--- config.mk ---
export PLATFORM = sky130hd
export DESIGN_NAME = pmcg_top
export DESIGN_NICKNAME = d
export VERILOG_FILES = /design/src/rtl/pmcg_pkg.sv /design/src/rtl/pmcg_dbnc_if.sv /design/src/rtl/pmcg_top.sv /design/src/rtl/pmcg_debounce.sv
export SDC_FILE = /design/constraint.sdc
export NUM_CORES = 1
export LEC_CHECK = 0
export BUFFER_PORTS_ARGS = -buffer_cell sky130_fd_sc_hd__buf_2
export CORE_MARGIN = 8
export CORE_UTILIZATION = 25
export DETAILED_ROUTE_END_ITERATION = 8
export PLACE_DENSITY_LB_ADDON = 0.25
export SETUP_SLACK_MARGIN = 0.5
export SLEW_MARGIN = 20
export SYNTH_ARGS = -nofsm -noshare
export SYNTH_HDL_FRONTEND = slang
export SYNTH_SLANG_ARGS = --single-unit
--- constraint.sdc ---
create_clock -name i_clk -period 1.2 [get_ports i_clk]
set_input_delay 0.24 -clock i_clk [delete_from_list [all_inputs] [get_ports i_clk]]
set_output_delay 0.24 -clock i_clk [all_outputs]
set_load 0.005 [all_outputs]
--- src/rtl/pmcg_pkg.sv ---
// Constants for the power-management clock gate and software reset block.
// Assumes a single 100 MHz clock and a host that writes the control word.
`default_nettype none
package pmcg_pkg;
  // ==========================================================================
  // Register map
  localparam logic [7:0]  CTRL0_OFFSET = 8'h00;
  localparam logic [31:0] CTRL0_RESET  = 32'hF030_0200;

  // ==========================================================================
  // Field positions
  localparam int ACCUM_CLK_FORCE_BIT     = 6;
  localparam int CONVERTER_CLK_EN_BIT    = 10;
  localparam int ACCUM_MEM_CLK_FORCE_BIT = 15;
  localparam int GPIO_CLK_EN_BIT         = 16;
  localparam int GPIO_RESET_N_BIT        = 17;
  localparam int DEBOUNCE_CLK_EN_BIT     = 18;
  localparam int DEBOUNCE_RESET_N_BIT    = 19;
  localparam int SLOW_DIVIDER_EN_BIT     = 23;
  localparam int SW_RESET_RX_BIT         = 28;
  localparam int SW_RESET_TX_BIT         = 29;
  localparam int SW_RESET_HOST_BIT       = 30;
  localparam int SW_RESET_PMC_BIT        = 31;

  // ==========================================================================
  // Widths and encodings
  localparam int         GPIO_LINES      = 9;
  localparam int         DIV_W           = 6;
  localparam logic [1:0] SYS_CLK_CRYSTAL = 2'h1;

  typedef enum logic {PMCG_WK_IDLE, PMCG_WK_SAMPLE} pmcg_wake_t;
endpackage : pmcg_pkg
`default_nettype wire

--- src/rtl/pmcg_dbnc_if.sv ---
// Carrier between the control top and the de-bounce filter.
// Assumes both ends run on the same clock.
`timescale 1ns/1ps
`default_nettype none
interface pmcg_dbnc_if;
  logic                            tick;
  logic                            hold;
  logic [pmcg_pkg::GPIO_LINES-1:0] raw;
  logic [pmcg_pkg::GPIO_LINES-1:0] clean;

  modport ctrl (output tick, output hold, output raw, input clean);
  modport filt (input tick, input hold, input raw, output clean);
endinterface : pmcg_dbnc_if
`default_nettype wire

--- src/rtl/pmcg_top.sv ---
// Power-management clock gating and software reset control word.
// Assumes a host write port and clock-enable style gating downstream.
`timescale 1ns/1ps
`default_nettype none
// Notes on behaviour
// - accumulator clock auto-gated unless its force bit is set, then forced on.
// - accumulator memory clock auto-gated unless its force bit is set.
// - converter clock enable bit feeds clock to 8-bit temperature and voltage converters.
// - wake sampling starts only when the always-on wake sampling option is on.
// - GPIO clock enable gates GPIO clock; lines usable with reset bit high.
// - GPIO reset is active low; zero holds port in reset.
// - de-bounce filter passes a level after two equal samples on de-bounce ticks.
// - de-bounce clock enable also gates the LED blink tick.
// - de-bounce and LED ticks come from the kilohertz divider, host configures it.
// - de-bounce reset active low; filter runs only with both bits high.
// - slow divider enable bit runs the divider, one tick every supplied divide value plus one cycles.
// - four reset bits reset transmitter, receiver, host interface and controller.
// - each reset bit active low; block held in reset while zero.
// - always-on wake logic is untouched by software reset.
// - system clock selector value 01 forces the crystal clock.
module pmcg_top (
  input  wire logic                                i_clk,
  input  wire logic                                i_reset,
  input  wire logic                                i_wr_en,
  input  wire logic [7:0]                          i_addr,
  input  wire logic [31:0]                         i_wr_data,
  output logic      [31:0]                         o_rd_data,
  input  wire logic [pmcg_pkg::DIV_W-1:0]          i_slow_divider_value,
  input  wire logic [1:0]                          i_sys_clk_select,
  input  wire logic                                i_accum_req,
  input  wire logic                                i_accum_mem_req,
  input  wire logic                                i_wake,
  input  wire logic                                i_wake_sample_enable,
  input  wire logic                                i_sample_done,
  input  wire logic [pmcg_pkg::GPIO_LINES-1:0]     i_gpio_in,
  output logic                                     o_accum_clk_en,
  output logic                                     o_accum_mem_clk_en,
  output logic                                     o_converter_clk_en,
  output logic                                     o_wake_sample_start,
  output logic                                     o_gpio_clk_en,
  output logic                                     o_gpio_reset_n,
  output logic                                     o_debounce_tick,
  output logic                                     o_led_tick,
  output logic      [pmcg_pkg::GPIO_LINES-1:0]     o_gpio_clean,
  output logic                                     o_tx_reset_n,
  output logic                                     o_rx_reset_n,
  output logic                                     o_host_reset_n,
  output logic                                     o_power_controller_reset_n,
  output logic                                     o_sys_clk_crystal
);
  // ==========================================================================
  // Control register
  logic [31:0] ctrl_r;
  logic [31:0] ctrl_nxt;
  logic [31:0] rd_data_r;
  logic [31:0] rd_data_nxt;

  always_comb begin
    ctrl_nxt    = ctrl_r;
    rd_data_nxt = (i_addr == pmcg_pkg::CTRL0_OFFSET) ? ctrl_r : 32'h0000_0000;
    if (i_wr_en && (i_addr == pmcg_pkg::CTRL0_OFFSET)) begin
      ctrl_nxt = i_wr_data;
    end
  end

  always_ff @(posedge i_clk) begin
    if (i_reset) begin
      ctrl_r    <= pmcg_pkg::CTRL0_RESET;
      rd_data_r <= 32'h0000_0000;
    end else begin
      ctrl_r    <= ctrl_nxt;
      rd_data_r <= rd_data_nxt;
    end
  end

  logic pmc_rst;
  assign pmc_rst = i_reset || !ctrl_r[pmcg_pkg::SW_RESET_PMC_BIT];

  // ==========================================================================
  // Kilohertz divider
  logic [pmcg_pkg::DIV_W-1:0] div_cnt_r;
  logic [pmcg_pkg::DIV_W-1:0] div_cnt_nxt;
  logic                       div_tick_r;
  logic                       div_tick_nxt;

  always_comb begin
    div_cnt_nxt  = div_cnt_r;
    div_tick_nxt = 1'b0;
    if (ctrl_r[pmcg_pkg::SLOW_DIVIDER_EN_BIT]) begin
      if (div_cnt_r >= i_slow_divider_value) begin
        div_cnt_nxt  = '0;
        div_tick_nxt = 1'b1;
      end else begin
        div_cnt_nxt = div_cnt_r + 1'b1;
      end
    end else begin
      div_cnt_nxt = '0;
    end
  end

  always_ff @(posedge i_clk) begin
    if (pmc_rst) begin
      div_cnt_r  <= '0;
      div_tick_r <= 1'b0;
    end else begin
      div_cnt_r  <= div_cnt_nxt;
      div_tick_r <= div_tick_nxt;
    end
  end

  // ==========================================================================
  // Wake-up sampling, kept out of software reset
  pmcg_pkg::pmcg_wake_t wk_r;
  pmcg_pkg::pmcg_wake_t wk_nxt;
  logic                 wk_start_nxt;

  always_comb begin
    wk_nxt       = wk_r;
    wk_start_nxt = 1'b0;
    case (wk_r)
      pmcg_pkg::PMCG_WK_IDLE: begin
        if (i_wake && i_wake_sample_enable) begin
          wk_nxt       = pmcg_pkg::PMCG_WK_SAMPLE;
          wk_start_nxt = 1'b1;
        end
      end
      pmcg_pkg::PMCG_WK_SAMPLE: begin
        if (i_sample_done) begin
          wk_nxt = pmcg_pkg::PMCG_WK_IDLE;
        end
      end
      default: wk_nxt = pmcg_pkg::PMCG_WK_IDLE;
    endcase
  end

  // ==========================================================================
  // Registered enables and resets
  logic                                o_accum_clk_en_nxt;
  logic                                o_accum_mem_clk_en_nxt;
  logic                                o_converter_clk_en_nxt;
  logic                                o_debounce_tick_nxt;
  logic                                o_led_tick_nxt;
  logic [pmcg_pkg::GPIO_LINES-1:0]     o_gpio_clean_nxt;
  pmcg_dbnc_if                         dbnc ();

  always_comb begin
    o_accum_clk_en_nxt     = ctrl_r[pmcg_pkg::ACCUM_CLK_FORCE_BIT] || i_accum_req;
    o_accum_mem_clk_en_nxt = ctrl_r[pmcg_pkg::ACCUM_MEM_CLK_FORCE_BIT]
                             || i_accum_mem_req;
    o_converter_clk_en_nxt = ctrl_r[pmcg_pkg::CONVERTER_CLK_EN_BIT]
                             || (wk_r == pmcg_pkg::PMCG_WK_SAMPLE);
    o_debounce_tick_nxt    = div_tick_r && ctrl_r[pmcg_pkg::DEBOUNCE_CLK_EN_BIT]
                             && ctrl_r[pmcg_pkg::DEBOUNCE_RESET_N_BIT];
    o_led_tick_nxt         = div_tick_r && ctrl_r[pmcg_pkg::DEBOUNCE_CLK_EN_BIT];
    o_gpio_clean_nxt       = dbnc.clean;
  end

  assign dbnc.tick = o_debounce_tick;
  assign dbnc.hold = pmc_rst || !ctrl_r[pmcg_pkg::DEBOUNCE_RESET_N_BIT];
  assign dbnc.raw  = i_gpio_in;

  pmcg_debounce u_debounce (
    .i_clk   (i_clk),
    .i_reset (i_reset),
    .dbnc    (dbnc)
  );

  always_ff @(posedge i_clk) begin
    if (i_reset) begin
      wk_r                <= pmcg_pkg::PMCG_WK_IDLE;
      o_wake_sample_start <= 1'b0;
    end else begin
      wk_r                <= wk_nxt;
      o_wake_sample_start <= wk_start_nxt;
    end
  end

  // Enables only change at edges, so gated clocks never see a cut pulse
  always_ff @(posedge i_clk) begin
    if (i_reset) begin
      o_accum_clk_en             <= 1'b0;
      o_accum_mem_clk_en         <= 1'b0;
      o_converter_clk_en         <= 1'b0;
      o_gpio_clk_en              <= 1'b0;
      o_gpio_reset_n             <= 1'b0;
      o_debounce_tick            <= 1'b0;
      o_led_tick                 <= 1'b0;
      o_gpio_clean               <= '0;
      o_tx_reset_n               <= 1'b0;
      o_rx_reset_n               <= 1'b0;
      o_host_reset_n             <= 1'b0;
      o_power_controller_reset_n <= 1'b0;
      o_sys_clk_crystal          <= 1'b0;
    end else begin
      o_accum_clk_en             <= o_accum_clk_en_nxt;
      o_accum_mem_clk_en         <= o_accum_mem_clk_en_nxt;
      o_converter_clk_en         <= o_converter_clk_en_nxt;
      o_gpio_clk_en              <= ctrl_r[pmcg_pkg::GPIO_CLK_EN_BIT];
      o_gpio_reset_n             <= ctrl_r[pmcg_pkg::GPIO_RESET_N_BIT];
      o_debounce_tick            <= o_debounce_tick_nxt;
      o_led_tick                 <= o_led_tick_nxt;
      o_gpio_clean               <= o_gpio_clean_nxt;
      o_tx_reset_n               <= ctrl_r[pmcg_pkg::SW_RESET_TX_BIT];
      o_rx_reset_n               <= ctrl_r[pmcg_pkg::SW_RESET_RX_BIT];
      o_host_reset_n             <= ctrl_r[pmcg_pkg::SW_RESET_HOST_BIT];
      o_power_controller_reset_n <= ctrl_r[pmcg_pkg::SW_RESET_PMC_BIT];
      o_sys_clk_crystal          <= (i_sys_clk_select == pmcg_pkg::SYS_CLK_CRYSTAL);
    end
  end

  assign o_rd_data = rd_data_r;

  // ==========================================================================
  // Checks
  accum_force_on_a: assert property (@(posedge i_clk) disable iff (i_reset)
    ctrl_r[pmcg_pkg::ACCUM_CLK_FORCE_BIT] |=> o_accum_clk_en)
    else $error("accumulator clock not forced on");
  accum_auto_off_a: assert property (@(posedge i_clk) disable iff (i_reset)
    (!ctrl_r[pmcg_pkg::ACCUM_CLK_FORCE_BIT] && !i_accum_req) |=> !o_accum_clk_en)
    else $error("accumulator clock on without force or request");
  mem_force_on_a: assert property (@(posedge i_clk) disable iff (i_reset)
    (ctrl_r[pmcg_pkg::ACCUM_MEM_CLK_FORCE_BIT] || i_accum_mem_req) |=> o_accum_mem_clk_en)
    else $error("accumulator memory clock not enabled");
  conv_clk_on_a: assert property (@(posedge i_clk) disable iff (i_reset)
    ctrl_r[pmcg_pkg::CONVERTER_CLK_EN_BIT] |=> o_converter_clk_en)
    else $error("converter clock not enabled");
  wake_gated_a: assert property (@(posedge i_clk) disable iff (i_reset)
    o_wake_sample_start |-> ($past(i_wake_sample_enable) && $past(i_wake)))
    else $error("wake sampling started without its option");
  gpio_rst_hold_a: assert property (@(posedge i_clk) disable iff (i_reset)
    !ctrl_r[pmcg_pkg::GPIO_RESET_N_BIT] |=> !o_gpio_reset_n)
    else $error("GPIO not held in reset");
  gpio_clk_gate_a: assert property (@(posedge i_clk) disable iff (i_reset)
    o_gpio_clk_en |-> $past(ctrl_r[pmcg_pkg::GPIO_CLK_EN_BIT]))
    else $error("GPIO clock enabled without its bit");
  dbnc_tick_gate_a: assert property (@(posedge i_clk) disable iff (i_reset)
    o_debounce_tick |-> ($past(ctrl_r[pmcg_pkg::DEBOUNCE_CLK_EN_BIT], 1)
                         && $past(ctrl_r[pmcg_pkg::DEBOUNCE_RESET_N_BIT], 1)))
    else $error("de-bounce tick without enable and reset release");
  led_tick_gate_a: assert property (@(posedge i_clk) disable iff (i_reset)
    o_led_tick |-> $past(ctrl_r[pmcg_pkg::DEBOUNCE_CLK_EN_BIT]))
    else $error("LED tick without de-bounce clock enable");
  div_stopped_a: assert property (@(posedge i_clk) disable iff (i_reset)
    !ctrl_r[pmcg_pkg::SLOW_DIVIDER_EN_BIT] |=> !div_tick_r)
    else $error("divider ticked while disabled");
  rx_reset_a: assert property (@(posedge i_clk) disable iff (i_reset)
    !ctrl_r[pmcg_pkg::SW_RESET_RX_BIT] |=> !o_rx_reset_n)
    else $error("receiver not held in reset");
  sys_crystal_a: assert property (@(posedge i_clk) disable iff (i_reset)
    (i_sys_clk_select == pmcg_pkg::SYS_CLK_CRYSTAL) |=> o_sys_clk_crystal)
    else $error("crystal clock not selected");

  full_reset_c: cover property (@(posedge i_clk) disable iff (i_reset)
    !o_tx_reset_n && !o_rx_reset_n && !o_host_reset_n && !o_power_controller_reset_n);
  wake_sample_c: cover property (@(posedge i_clk) disable iff (i_reset)
    o_wake_sample_start ##[1:20] !o_converter_clk_en);
  debounce_c: cover property (@(posedge i_clk) disable iff (i_reset)
    $rose(o_gpio_clean[0]));
endmodule : pmcg_top
`default_nettype wire

--- src/rtl/pmcg_debounce.sv ---
// GPIO de-bounce filter, one two-sample stage per line.
// Assumes tick is a one-cycle enable and hold is a synchronous clear.
`timescale 1ns/1ps
`default_nettype none
module pmcg_debounce (
  input  wire logic  i_clk,
  input  wire logic  i_reset,
  pmcg_dbnc_if.filt  dbnc
);
  // ==========================================================================
  // Per-line filter
  logic [pmcg_pkg::GPIO_LINES-1:0] sample_r;
  logic [pmcg_pkg::GPIO_LINES-1:0] sample_nxt;
  logic [pmcg_pkg::GPIO_LINES-1:0] clean_r;
  logic [pmcg_pkg::GPIO_LINES-1:0] clean_nxt;

  genvar g;
  generate
    for (g = 0; g < pmcg_pkg::GPIO_LINES; g++) begin : g_line
      always_comb begin
        sample_nxt[g] = sample_r[g];
        clean_nxt[g]  = clean_r[g];
        if (dbnc.hold) begin
          sample_nxt[g] = 1'b0;
          clean_nxt[g]  = 1'b0;
        end else if (dbnc.tick) begin
          sample_nxt[g] = dbnc.raw[g];
          // Level passes only after two equal samples
          if (dbnc.raw[g] == sample_r[g]) begin
            clean_nxt[g] = dbnc.raw[g];
          end
        end
      end
    end
  endgenerate

  always_ff @(posedge i_clk) begin
    if (i_reset) begin
      sample_r <= '0;
      clean_r  <= '0;
    end else begin
      sample_r <= sample_nxt;
      clean_r  <= clean_nxt;
    end
  end

  assign dbnc.clean = clean_r;

  // ==========================================================================
  // Checks
  clean_needs_tick_a: assert property (@(posedge i_clk) disable iff (i_reset)
    ($changed(clean_r) && !$past(dbnc.hold)) |-> $past(dbnc.tick))
    else $error("filtered level changed without a de-bounce tick");
  hold_clears_a: assert property (@(posedge i_clk) disable iff (i_reset)
    dbnc.hold |=> (clean_r == '0))
    else $error("filter output not cleared while held");
endmodule : pmcg_debounce
`default_nettype wire

## Yosys cells after proc, flatten, opt, wreduce, memory -nomap -nowiden

Index checks and enable logic that the tools add are counted.
W data, S select, Z words.

| word-level totals | value |
|---|---|
| bits in registers | 112 |
| input bits | 65 |
| output and inout port bits | 54 |
| logic and storage cells | 74 |

| cells by class | value |
|---|---|
| add/sub/neg operators | 1 |
| order comparisons | 1 |
| eq/ne operators | 10 |
| muxes and demuxes | 4 |
| bitwise operators | 3 |
| reductions and logical operators | 26 |

Operators with widths:

| kind | number |
|---|---|
| $reduce_and A2 Y1 | 9 |
| $eq A1 B1 Y1 | 9 |
| $logic_not A8 Y1 | 1 |
| $reduce_or A2 Y1 | 4 |
| $add A6 B1 Y6 const B | 1 |
| $ge A6 B6 Y1 | 1 |
| $logic_or A1 B1 Y1 | 5 |
| $logic_and A1 B1 Y1 | 4 |
| $mux W1 | 3 |
| $not A1 Y1 | 3 |
| $reduce_or A3 Y1 | 1 |
| $eq A2 B1 Y1 const B | 1 |
| $logic_not A1 Y1 | 2 |
| $pmux W1 S2 | 1 |

## Depth between registers and ports, before layout

| logic depth | value |
|---|---|
| depth in word-level cells | 4 |
| mapped depth | 6 |
| mapped depth without buffers | 6 |

## By module

From an unflattened synthesis, not the netlist that was laid out.

| second synthesis, totals | value |
|---|---|
| cells, all modules | 400 |
| area total of the unflattened synthesis | 3,891.2 sq um |

Modules (own cells, without submodules):

| module | instances | cells an instance | area an instance (sq um) | seq. area each (sq um) |
|---|---|---|---|---|
| pmcg_top | 1 | 313 | 3,052.9 | 1,881.8 |
| pmcg_debounce | 1 | 87 | 838.3 | 360.3 |

## Worst setup path after synthesis

No wires, ideal clock.

| timing | value |
|---|---|
| path kind | reg-to-reg |
| start point | reg div_cnt_r[0] in the netlist's numbering |
| end point | reg div_tick_r |
| setup time | 0.116 ns |
| data arrival time | 1.186 ns |
| required time | 1.084 ns |
| slack | -0.102 ns |
| stages on the path, launching flop included | 7 |
| path buffers | 0 |
| period minus slack after synthesis | 1.302 ns |
| cells stage by stage | dfxtp_1 > inv_1 > ha_1 > nand2b_1 > a21oi_1 > nor2_1 > o211a_1 |

| between the ends | value |
|---|---|
| longest elaborated chain between the ends | 2 |

RTL lines:

| element | line | RTL |
|---|---|---|
| from (decl) | pmcg_top.sv:81 | `logic [pmcg_pkg::DIV_W-1:0] div_cnt_r;` |
| from (signal assigned) | pmcg_top.sv:106 | `div_cnt_r <= div_cnt_nxt;` |
| $ge A6 B6 Y1 | pmcg_top.sv:90 | `if (div_cnt_r >= i_slow_divider_value) begin` |
| $mux W1 | pmcg_top.sv:90 |  |
| to (signal assigned) | pmcg_top.sv:107 | `div_tick_r <= div_tick_nxt;` |
| to (decl) | pmcg_top.sv:83 | `logic div_tick_r;` |

No other way between the ends.
A chain may end at the register's enable or synchronous reset.

## Worst setup path after layout

| timing | value |
|---|---|
| start point | in i_addr[0] |
| end point | reg ctrl_r[23] |

| between the ends | value |
|---|---|
| longest elaborated chain between the ends | 2 |

RTL lines:

| element | line | RTL |
|---|---|---|
| from (decl) | pmcg_top.sv:25 | `input wire logic [7:0] i_addr,` |
| $logic_not A8 Y1 | pmcg_top.sv:61 | `if (i_wr_en && (i_addr == pmcg_pkg::CTRL0_OFFSET)) begin` |
| $logic_and A1 B1 Y1 | pmcg_top.sv:61 |  |
| to (signal assigned) | pmcg_top.sv:68 | `ctrl_r <= pmcg_pkg::CTRL0_RESET;` |
| to (signal assigned) | pmcg_top.sv:71 | `ctrl_r <= ctrl_nxt;` |
| to (decl) | pmcg_top.sv:53 | `logic [31:0] ctrl_r;` |

No other way between the ends.

==> flow_summary_export.csv <==
group,metric,value,unit
worst_setup_path,r2r_slack,-0.02,ns
sta,timing.setup.tns,-0.108,ns
worst_setup_path,r2r_end,"div_tick_r",
sta,fmax,813,MHz
worst_hold_path,hold_depth,2,
worst_setup_path,endpoint_kind,"register",
cells_and_area,instances_no_fill,745,
sta,rsz0062_at_grt,"true",
synthesis,synth-seq-area-share,0.601,
clocking,cts_tree,"yes",
route,drt_iter0_drc,90,
worst_setup_path,crit_fanout,8,
global_routing,grt_usage,0.118,
floorplan,core,0.0146,sq mm
cells_and_area,fin_nets,628,
worst_hold_path,min_path_type,"primary input to register",
synthesis,ys.flop_type,"dfxtp_1",
worst_setup_path,startpoint_type,"primary input",
sta,finalSetupViolCount,8,
sta,final.period_utilization,1.02,
route,vias,3215,
pwr,finalPower,7.22,mW
clocking,cts.sinks,112,
worst_setup_path,worst_r2r_path_depth,6,
synthesis,syn_nets,460,
route,wl_per_cell,15.9,um
route,met3_length,432,um
outcome,status,"finished with violations",
global_routing,grt_pass1_wl,17900,um
floorplan,ios,119,
synthesis,syn_avg_cell_area,9.62,sq um
global_routing,antenna_found_initial,0,
placed_design,numPortBuffers,118,
route,avgViaCountPerCell,4.32,
worst_hold_path,hp-start,"i_sys_clk_select[1]",
global_routing,grt_max_degree,19,
placed_design,post-place-ws,-0.291,ns
synthesis,synth_cell_types,29,
global_routing,grt_pass1_vias,3290,
synthesis,synth.cell_area,0.00373,sq mm
sta,maxSlewHeadroom,0.813,
clocking,cts_root_buffer,"clkbuf_16",
placed_design,dp_cells,690,
clocking,numCtsBuffers,9,
placed_design,place.gp.congestion,0.716,
route,drc,0,
floorplan,die_h,138,um
sta,fin_crit,1.23,ns
route,drt-met1-wl,5280,um
clocking,postCtsHoldBufs,0,
floorplan,dieArea,0.0191,sq mm
synthesis,synthTopCellsByArea,"dfxtp_1, nand2_1, and2_1",
synthesis,synth-async-reset-ratio,0,
job,maxCapViolCount,0,
cells_and_area,drive_gt1_frac,0.672,
worst_setup_path,worstSetupPathType,"primary input to register",
synthesis,yosys_warnings,0,
pwr,p_leak,2.78,nW
synthesis,ys_seq_elements,112,
sta,final_max_slew_viol_count,0,
route,first_pass_iters,4,
synthesis,syn_inst,388,
synthesis,synth_top_area_cell,"dfxtp_1",
route,wl,11900,um
clocking,clk-insertion-delay-late,0.35,ns
cells_and_area,antennaDiodeCount,0,
clocking,clk_pin_slew,0.07,ns
route,route.met2.wl,5990,um
synthesis,synth_edf_count,0,
cells_and_area,syn_to_final_growth,77.0,%
sta,finalHoldViolCount,0,
clocking,clockBufferDepth,2,
route,drtAntennaViolNets,0,
floorplan,initial_core_util,0.256,
sta,tightest_slew,0.281,ns
floorplan,die_w,138,um
placed_design,dp_hpwl,7010,um
synthesis,synth_top_area_frac,0.601,
worst_setup_path,crit_arrival,1.47,ns
sta,skew,0.00464,ns
cells_and_area,fill_cells,1327,
worst_setup_path,required,1.44,ns
route,routed.top_layer,"met4",
sta,finalWorstSetupSlack,-0.0299,ns
synthesis,yosys-top-cells-count,"dfxtp_1, nand2_1, a21oi_1",
floorplan,rows,44,
global_routing,grt_overflow,0,
synthesis,synth_most_common_cell,"dfxtp_1",
clocking,htree_levels,3,
pwr,ir_drop,653,uV
pwr,power_density,1090,mW/mm^2
worst_hold_path,holdPathEnd,"o_sys_clk_crystal",
worst_setup_path,r2r-start,"div_cnt_r[0]",
outcome,violations,"setup timing",
-- cells in the final DEF, fill, tap and decap left out, types with 3 or more instances in the layout --
master and instances:
buf_2 93, dfxtp_1 74, buf_6 39, dfxtp_2 38, a21oi_2 35, nand2_4 32
nor2_1 27, and2_4 25, buf_4 20, nand2_1 16, nand2_2 14, nor2b_1 14
buf_12 11, nor3_2 10, clkbuf_16 10, buf_16 10, a21o_1 8, mux2i_1 7
and2_1 7, inv_1 6, o21ai_1 6, ha_4 4, and3_4 3, nor3_4 3
a21oi_1 3, o21ai_2 3, ha_1 3
-- layout make-up --
type	count	area [sq um]	area share
Sequential cell	112	2290	0.347
Tap cell	184	230	0.0349
Inverter	8	42.5	0.00644
Clock inverter	6	67.6	0.0102
Multi-Input combinational cell	249	2110	0.320
Clock buffer	10	239	0.0362
Timing Repair Buffer	176	1620	0.246
-- flip-flops by register name, summed over array words and instances (netlist names) --
| register | count |
|---|---|
| ctrl_r | 32 |
| o_rd_data | 32 |
| o_gpio_clean | 9 |
| u_debounce.dbnc.clean | 9 |
| u_debounce.sample_r | 9 |
| div_cnt_r | 6 |
| div_tick_r | 1 |
| o_accum_clk_en | 1 |
| o_accum_mem_clk_en | 1 |
| o_converter_clk_en | 1 |
| o_debounce_tick | 1 |
| o_gpio_clk_en | 1 |
| o_gpio_reset_n | 1 |
| o_host_reset_n | 1 |
| o_led_tick | 1 |
| o_power_controller_reset_n | 1 |
| o_rx_reset_n | 1 |
| o_sys_clk_crystal | 1 |
| o_tx_reset_n | 1 |
| o_wake_sample_start | 1 |
| wk_r | 1 |
-- worst max path at each step --
| stage | from | to | slack (ns) | depth (start not counted) |
|---|---|---|---|---|
| global placement | i_addr[5] | ctrl_r[26] | -0.23 | 6 |
| floorplan | div_cnt_r[0] | div_tick_r | -0.03 | 6 |
| detailed placement | i_addr[2] | ctrl_r[1] | -0.29 | 6 |
| global route | div_cnt_r[5] | div_cnt_r[5] | -0.08 | 5 |
| finish | i_addr[0] | ctrl_r[23] | -0.03 | 9 |
| CTS | div_cnt_r[3] | div_tick_r | -0.05 | 5 |
-- worst max-delay path, stage by stage --
cell,delay (ns)
buf_6,0.10
nor4_4,0.28
buf_4,0.16
buf_6,0.09
nand3_4,0.13
buf_12,0.17
clkbuf_16,0.17
nand2_1,0.07
a21oi_1,0.06
-- routing by layer --
| metal | track usage | vias up |
|---|---|---|
| li1 | - | 1602 |
| met1 | 0.141 | 1546 |
| met2 | 0.198 | 55 |
| met3 | 0.0336 | 12 |
| met4 | 0.0435 | 0 |
| met5 | 0 | - |
-- power breakdown --
group / leakage [nW] / total, mW / internal [mW] / switching (mW)
Sequential: 0.921 / 3.74 / 3.73 / 0.00822
Clock: 0.145 / 3.10 / 1.69 / 1.42
Combinational: 1.71 / 0.380 / 0.200 / 0.180
-- cell families (layout without fill, tap and decap cells) --
group           count (synthesis)  in the layout  share of synthesized area
simple gates                  168            169                      0.219
flops                         112            112                      0.601
compound gates                 61             61                     0.0902
buf+inv                        28            200                     0.0359
mux                             8              8                     0.0215
fa+ha+maj                       7              7                     0.0235
xor+xnor                        4              4                    0.00939
-- stage by stage --
| step | hold slack (ns) | util | area (sq um) |
|---|---|---|---|
| after CTS | 0.0365 | 0.415 | 6050 |
| after global placement | 0.407 | 0.332 | 4850 |
| after floorplan | 0.310 | - | 4020 |
| after global routing | 0.0404 | 0.453 | 6610 |
| final | 0.0526 | 0.453 | 6610 |
| after detailed placement | 0.419 | 0.332 | 4850 |
-- timing repair --
action,in CTS,in global routing
setup endpoints to repair,145,146
gates cloned,12,1
resized for setup,128,121
setup buffers,19,7
pin swaps,31,57
Power figures use the tool's default switching activity.
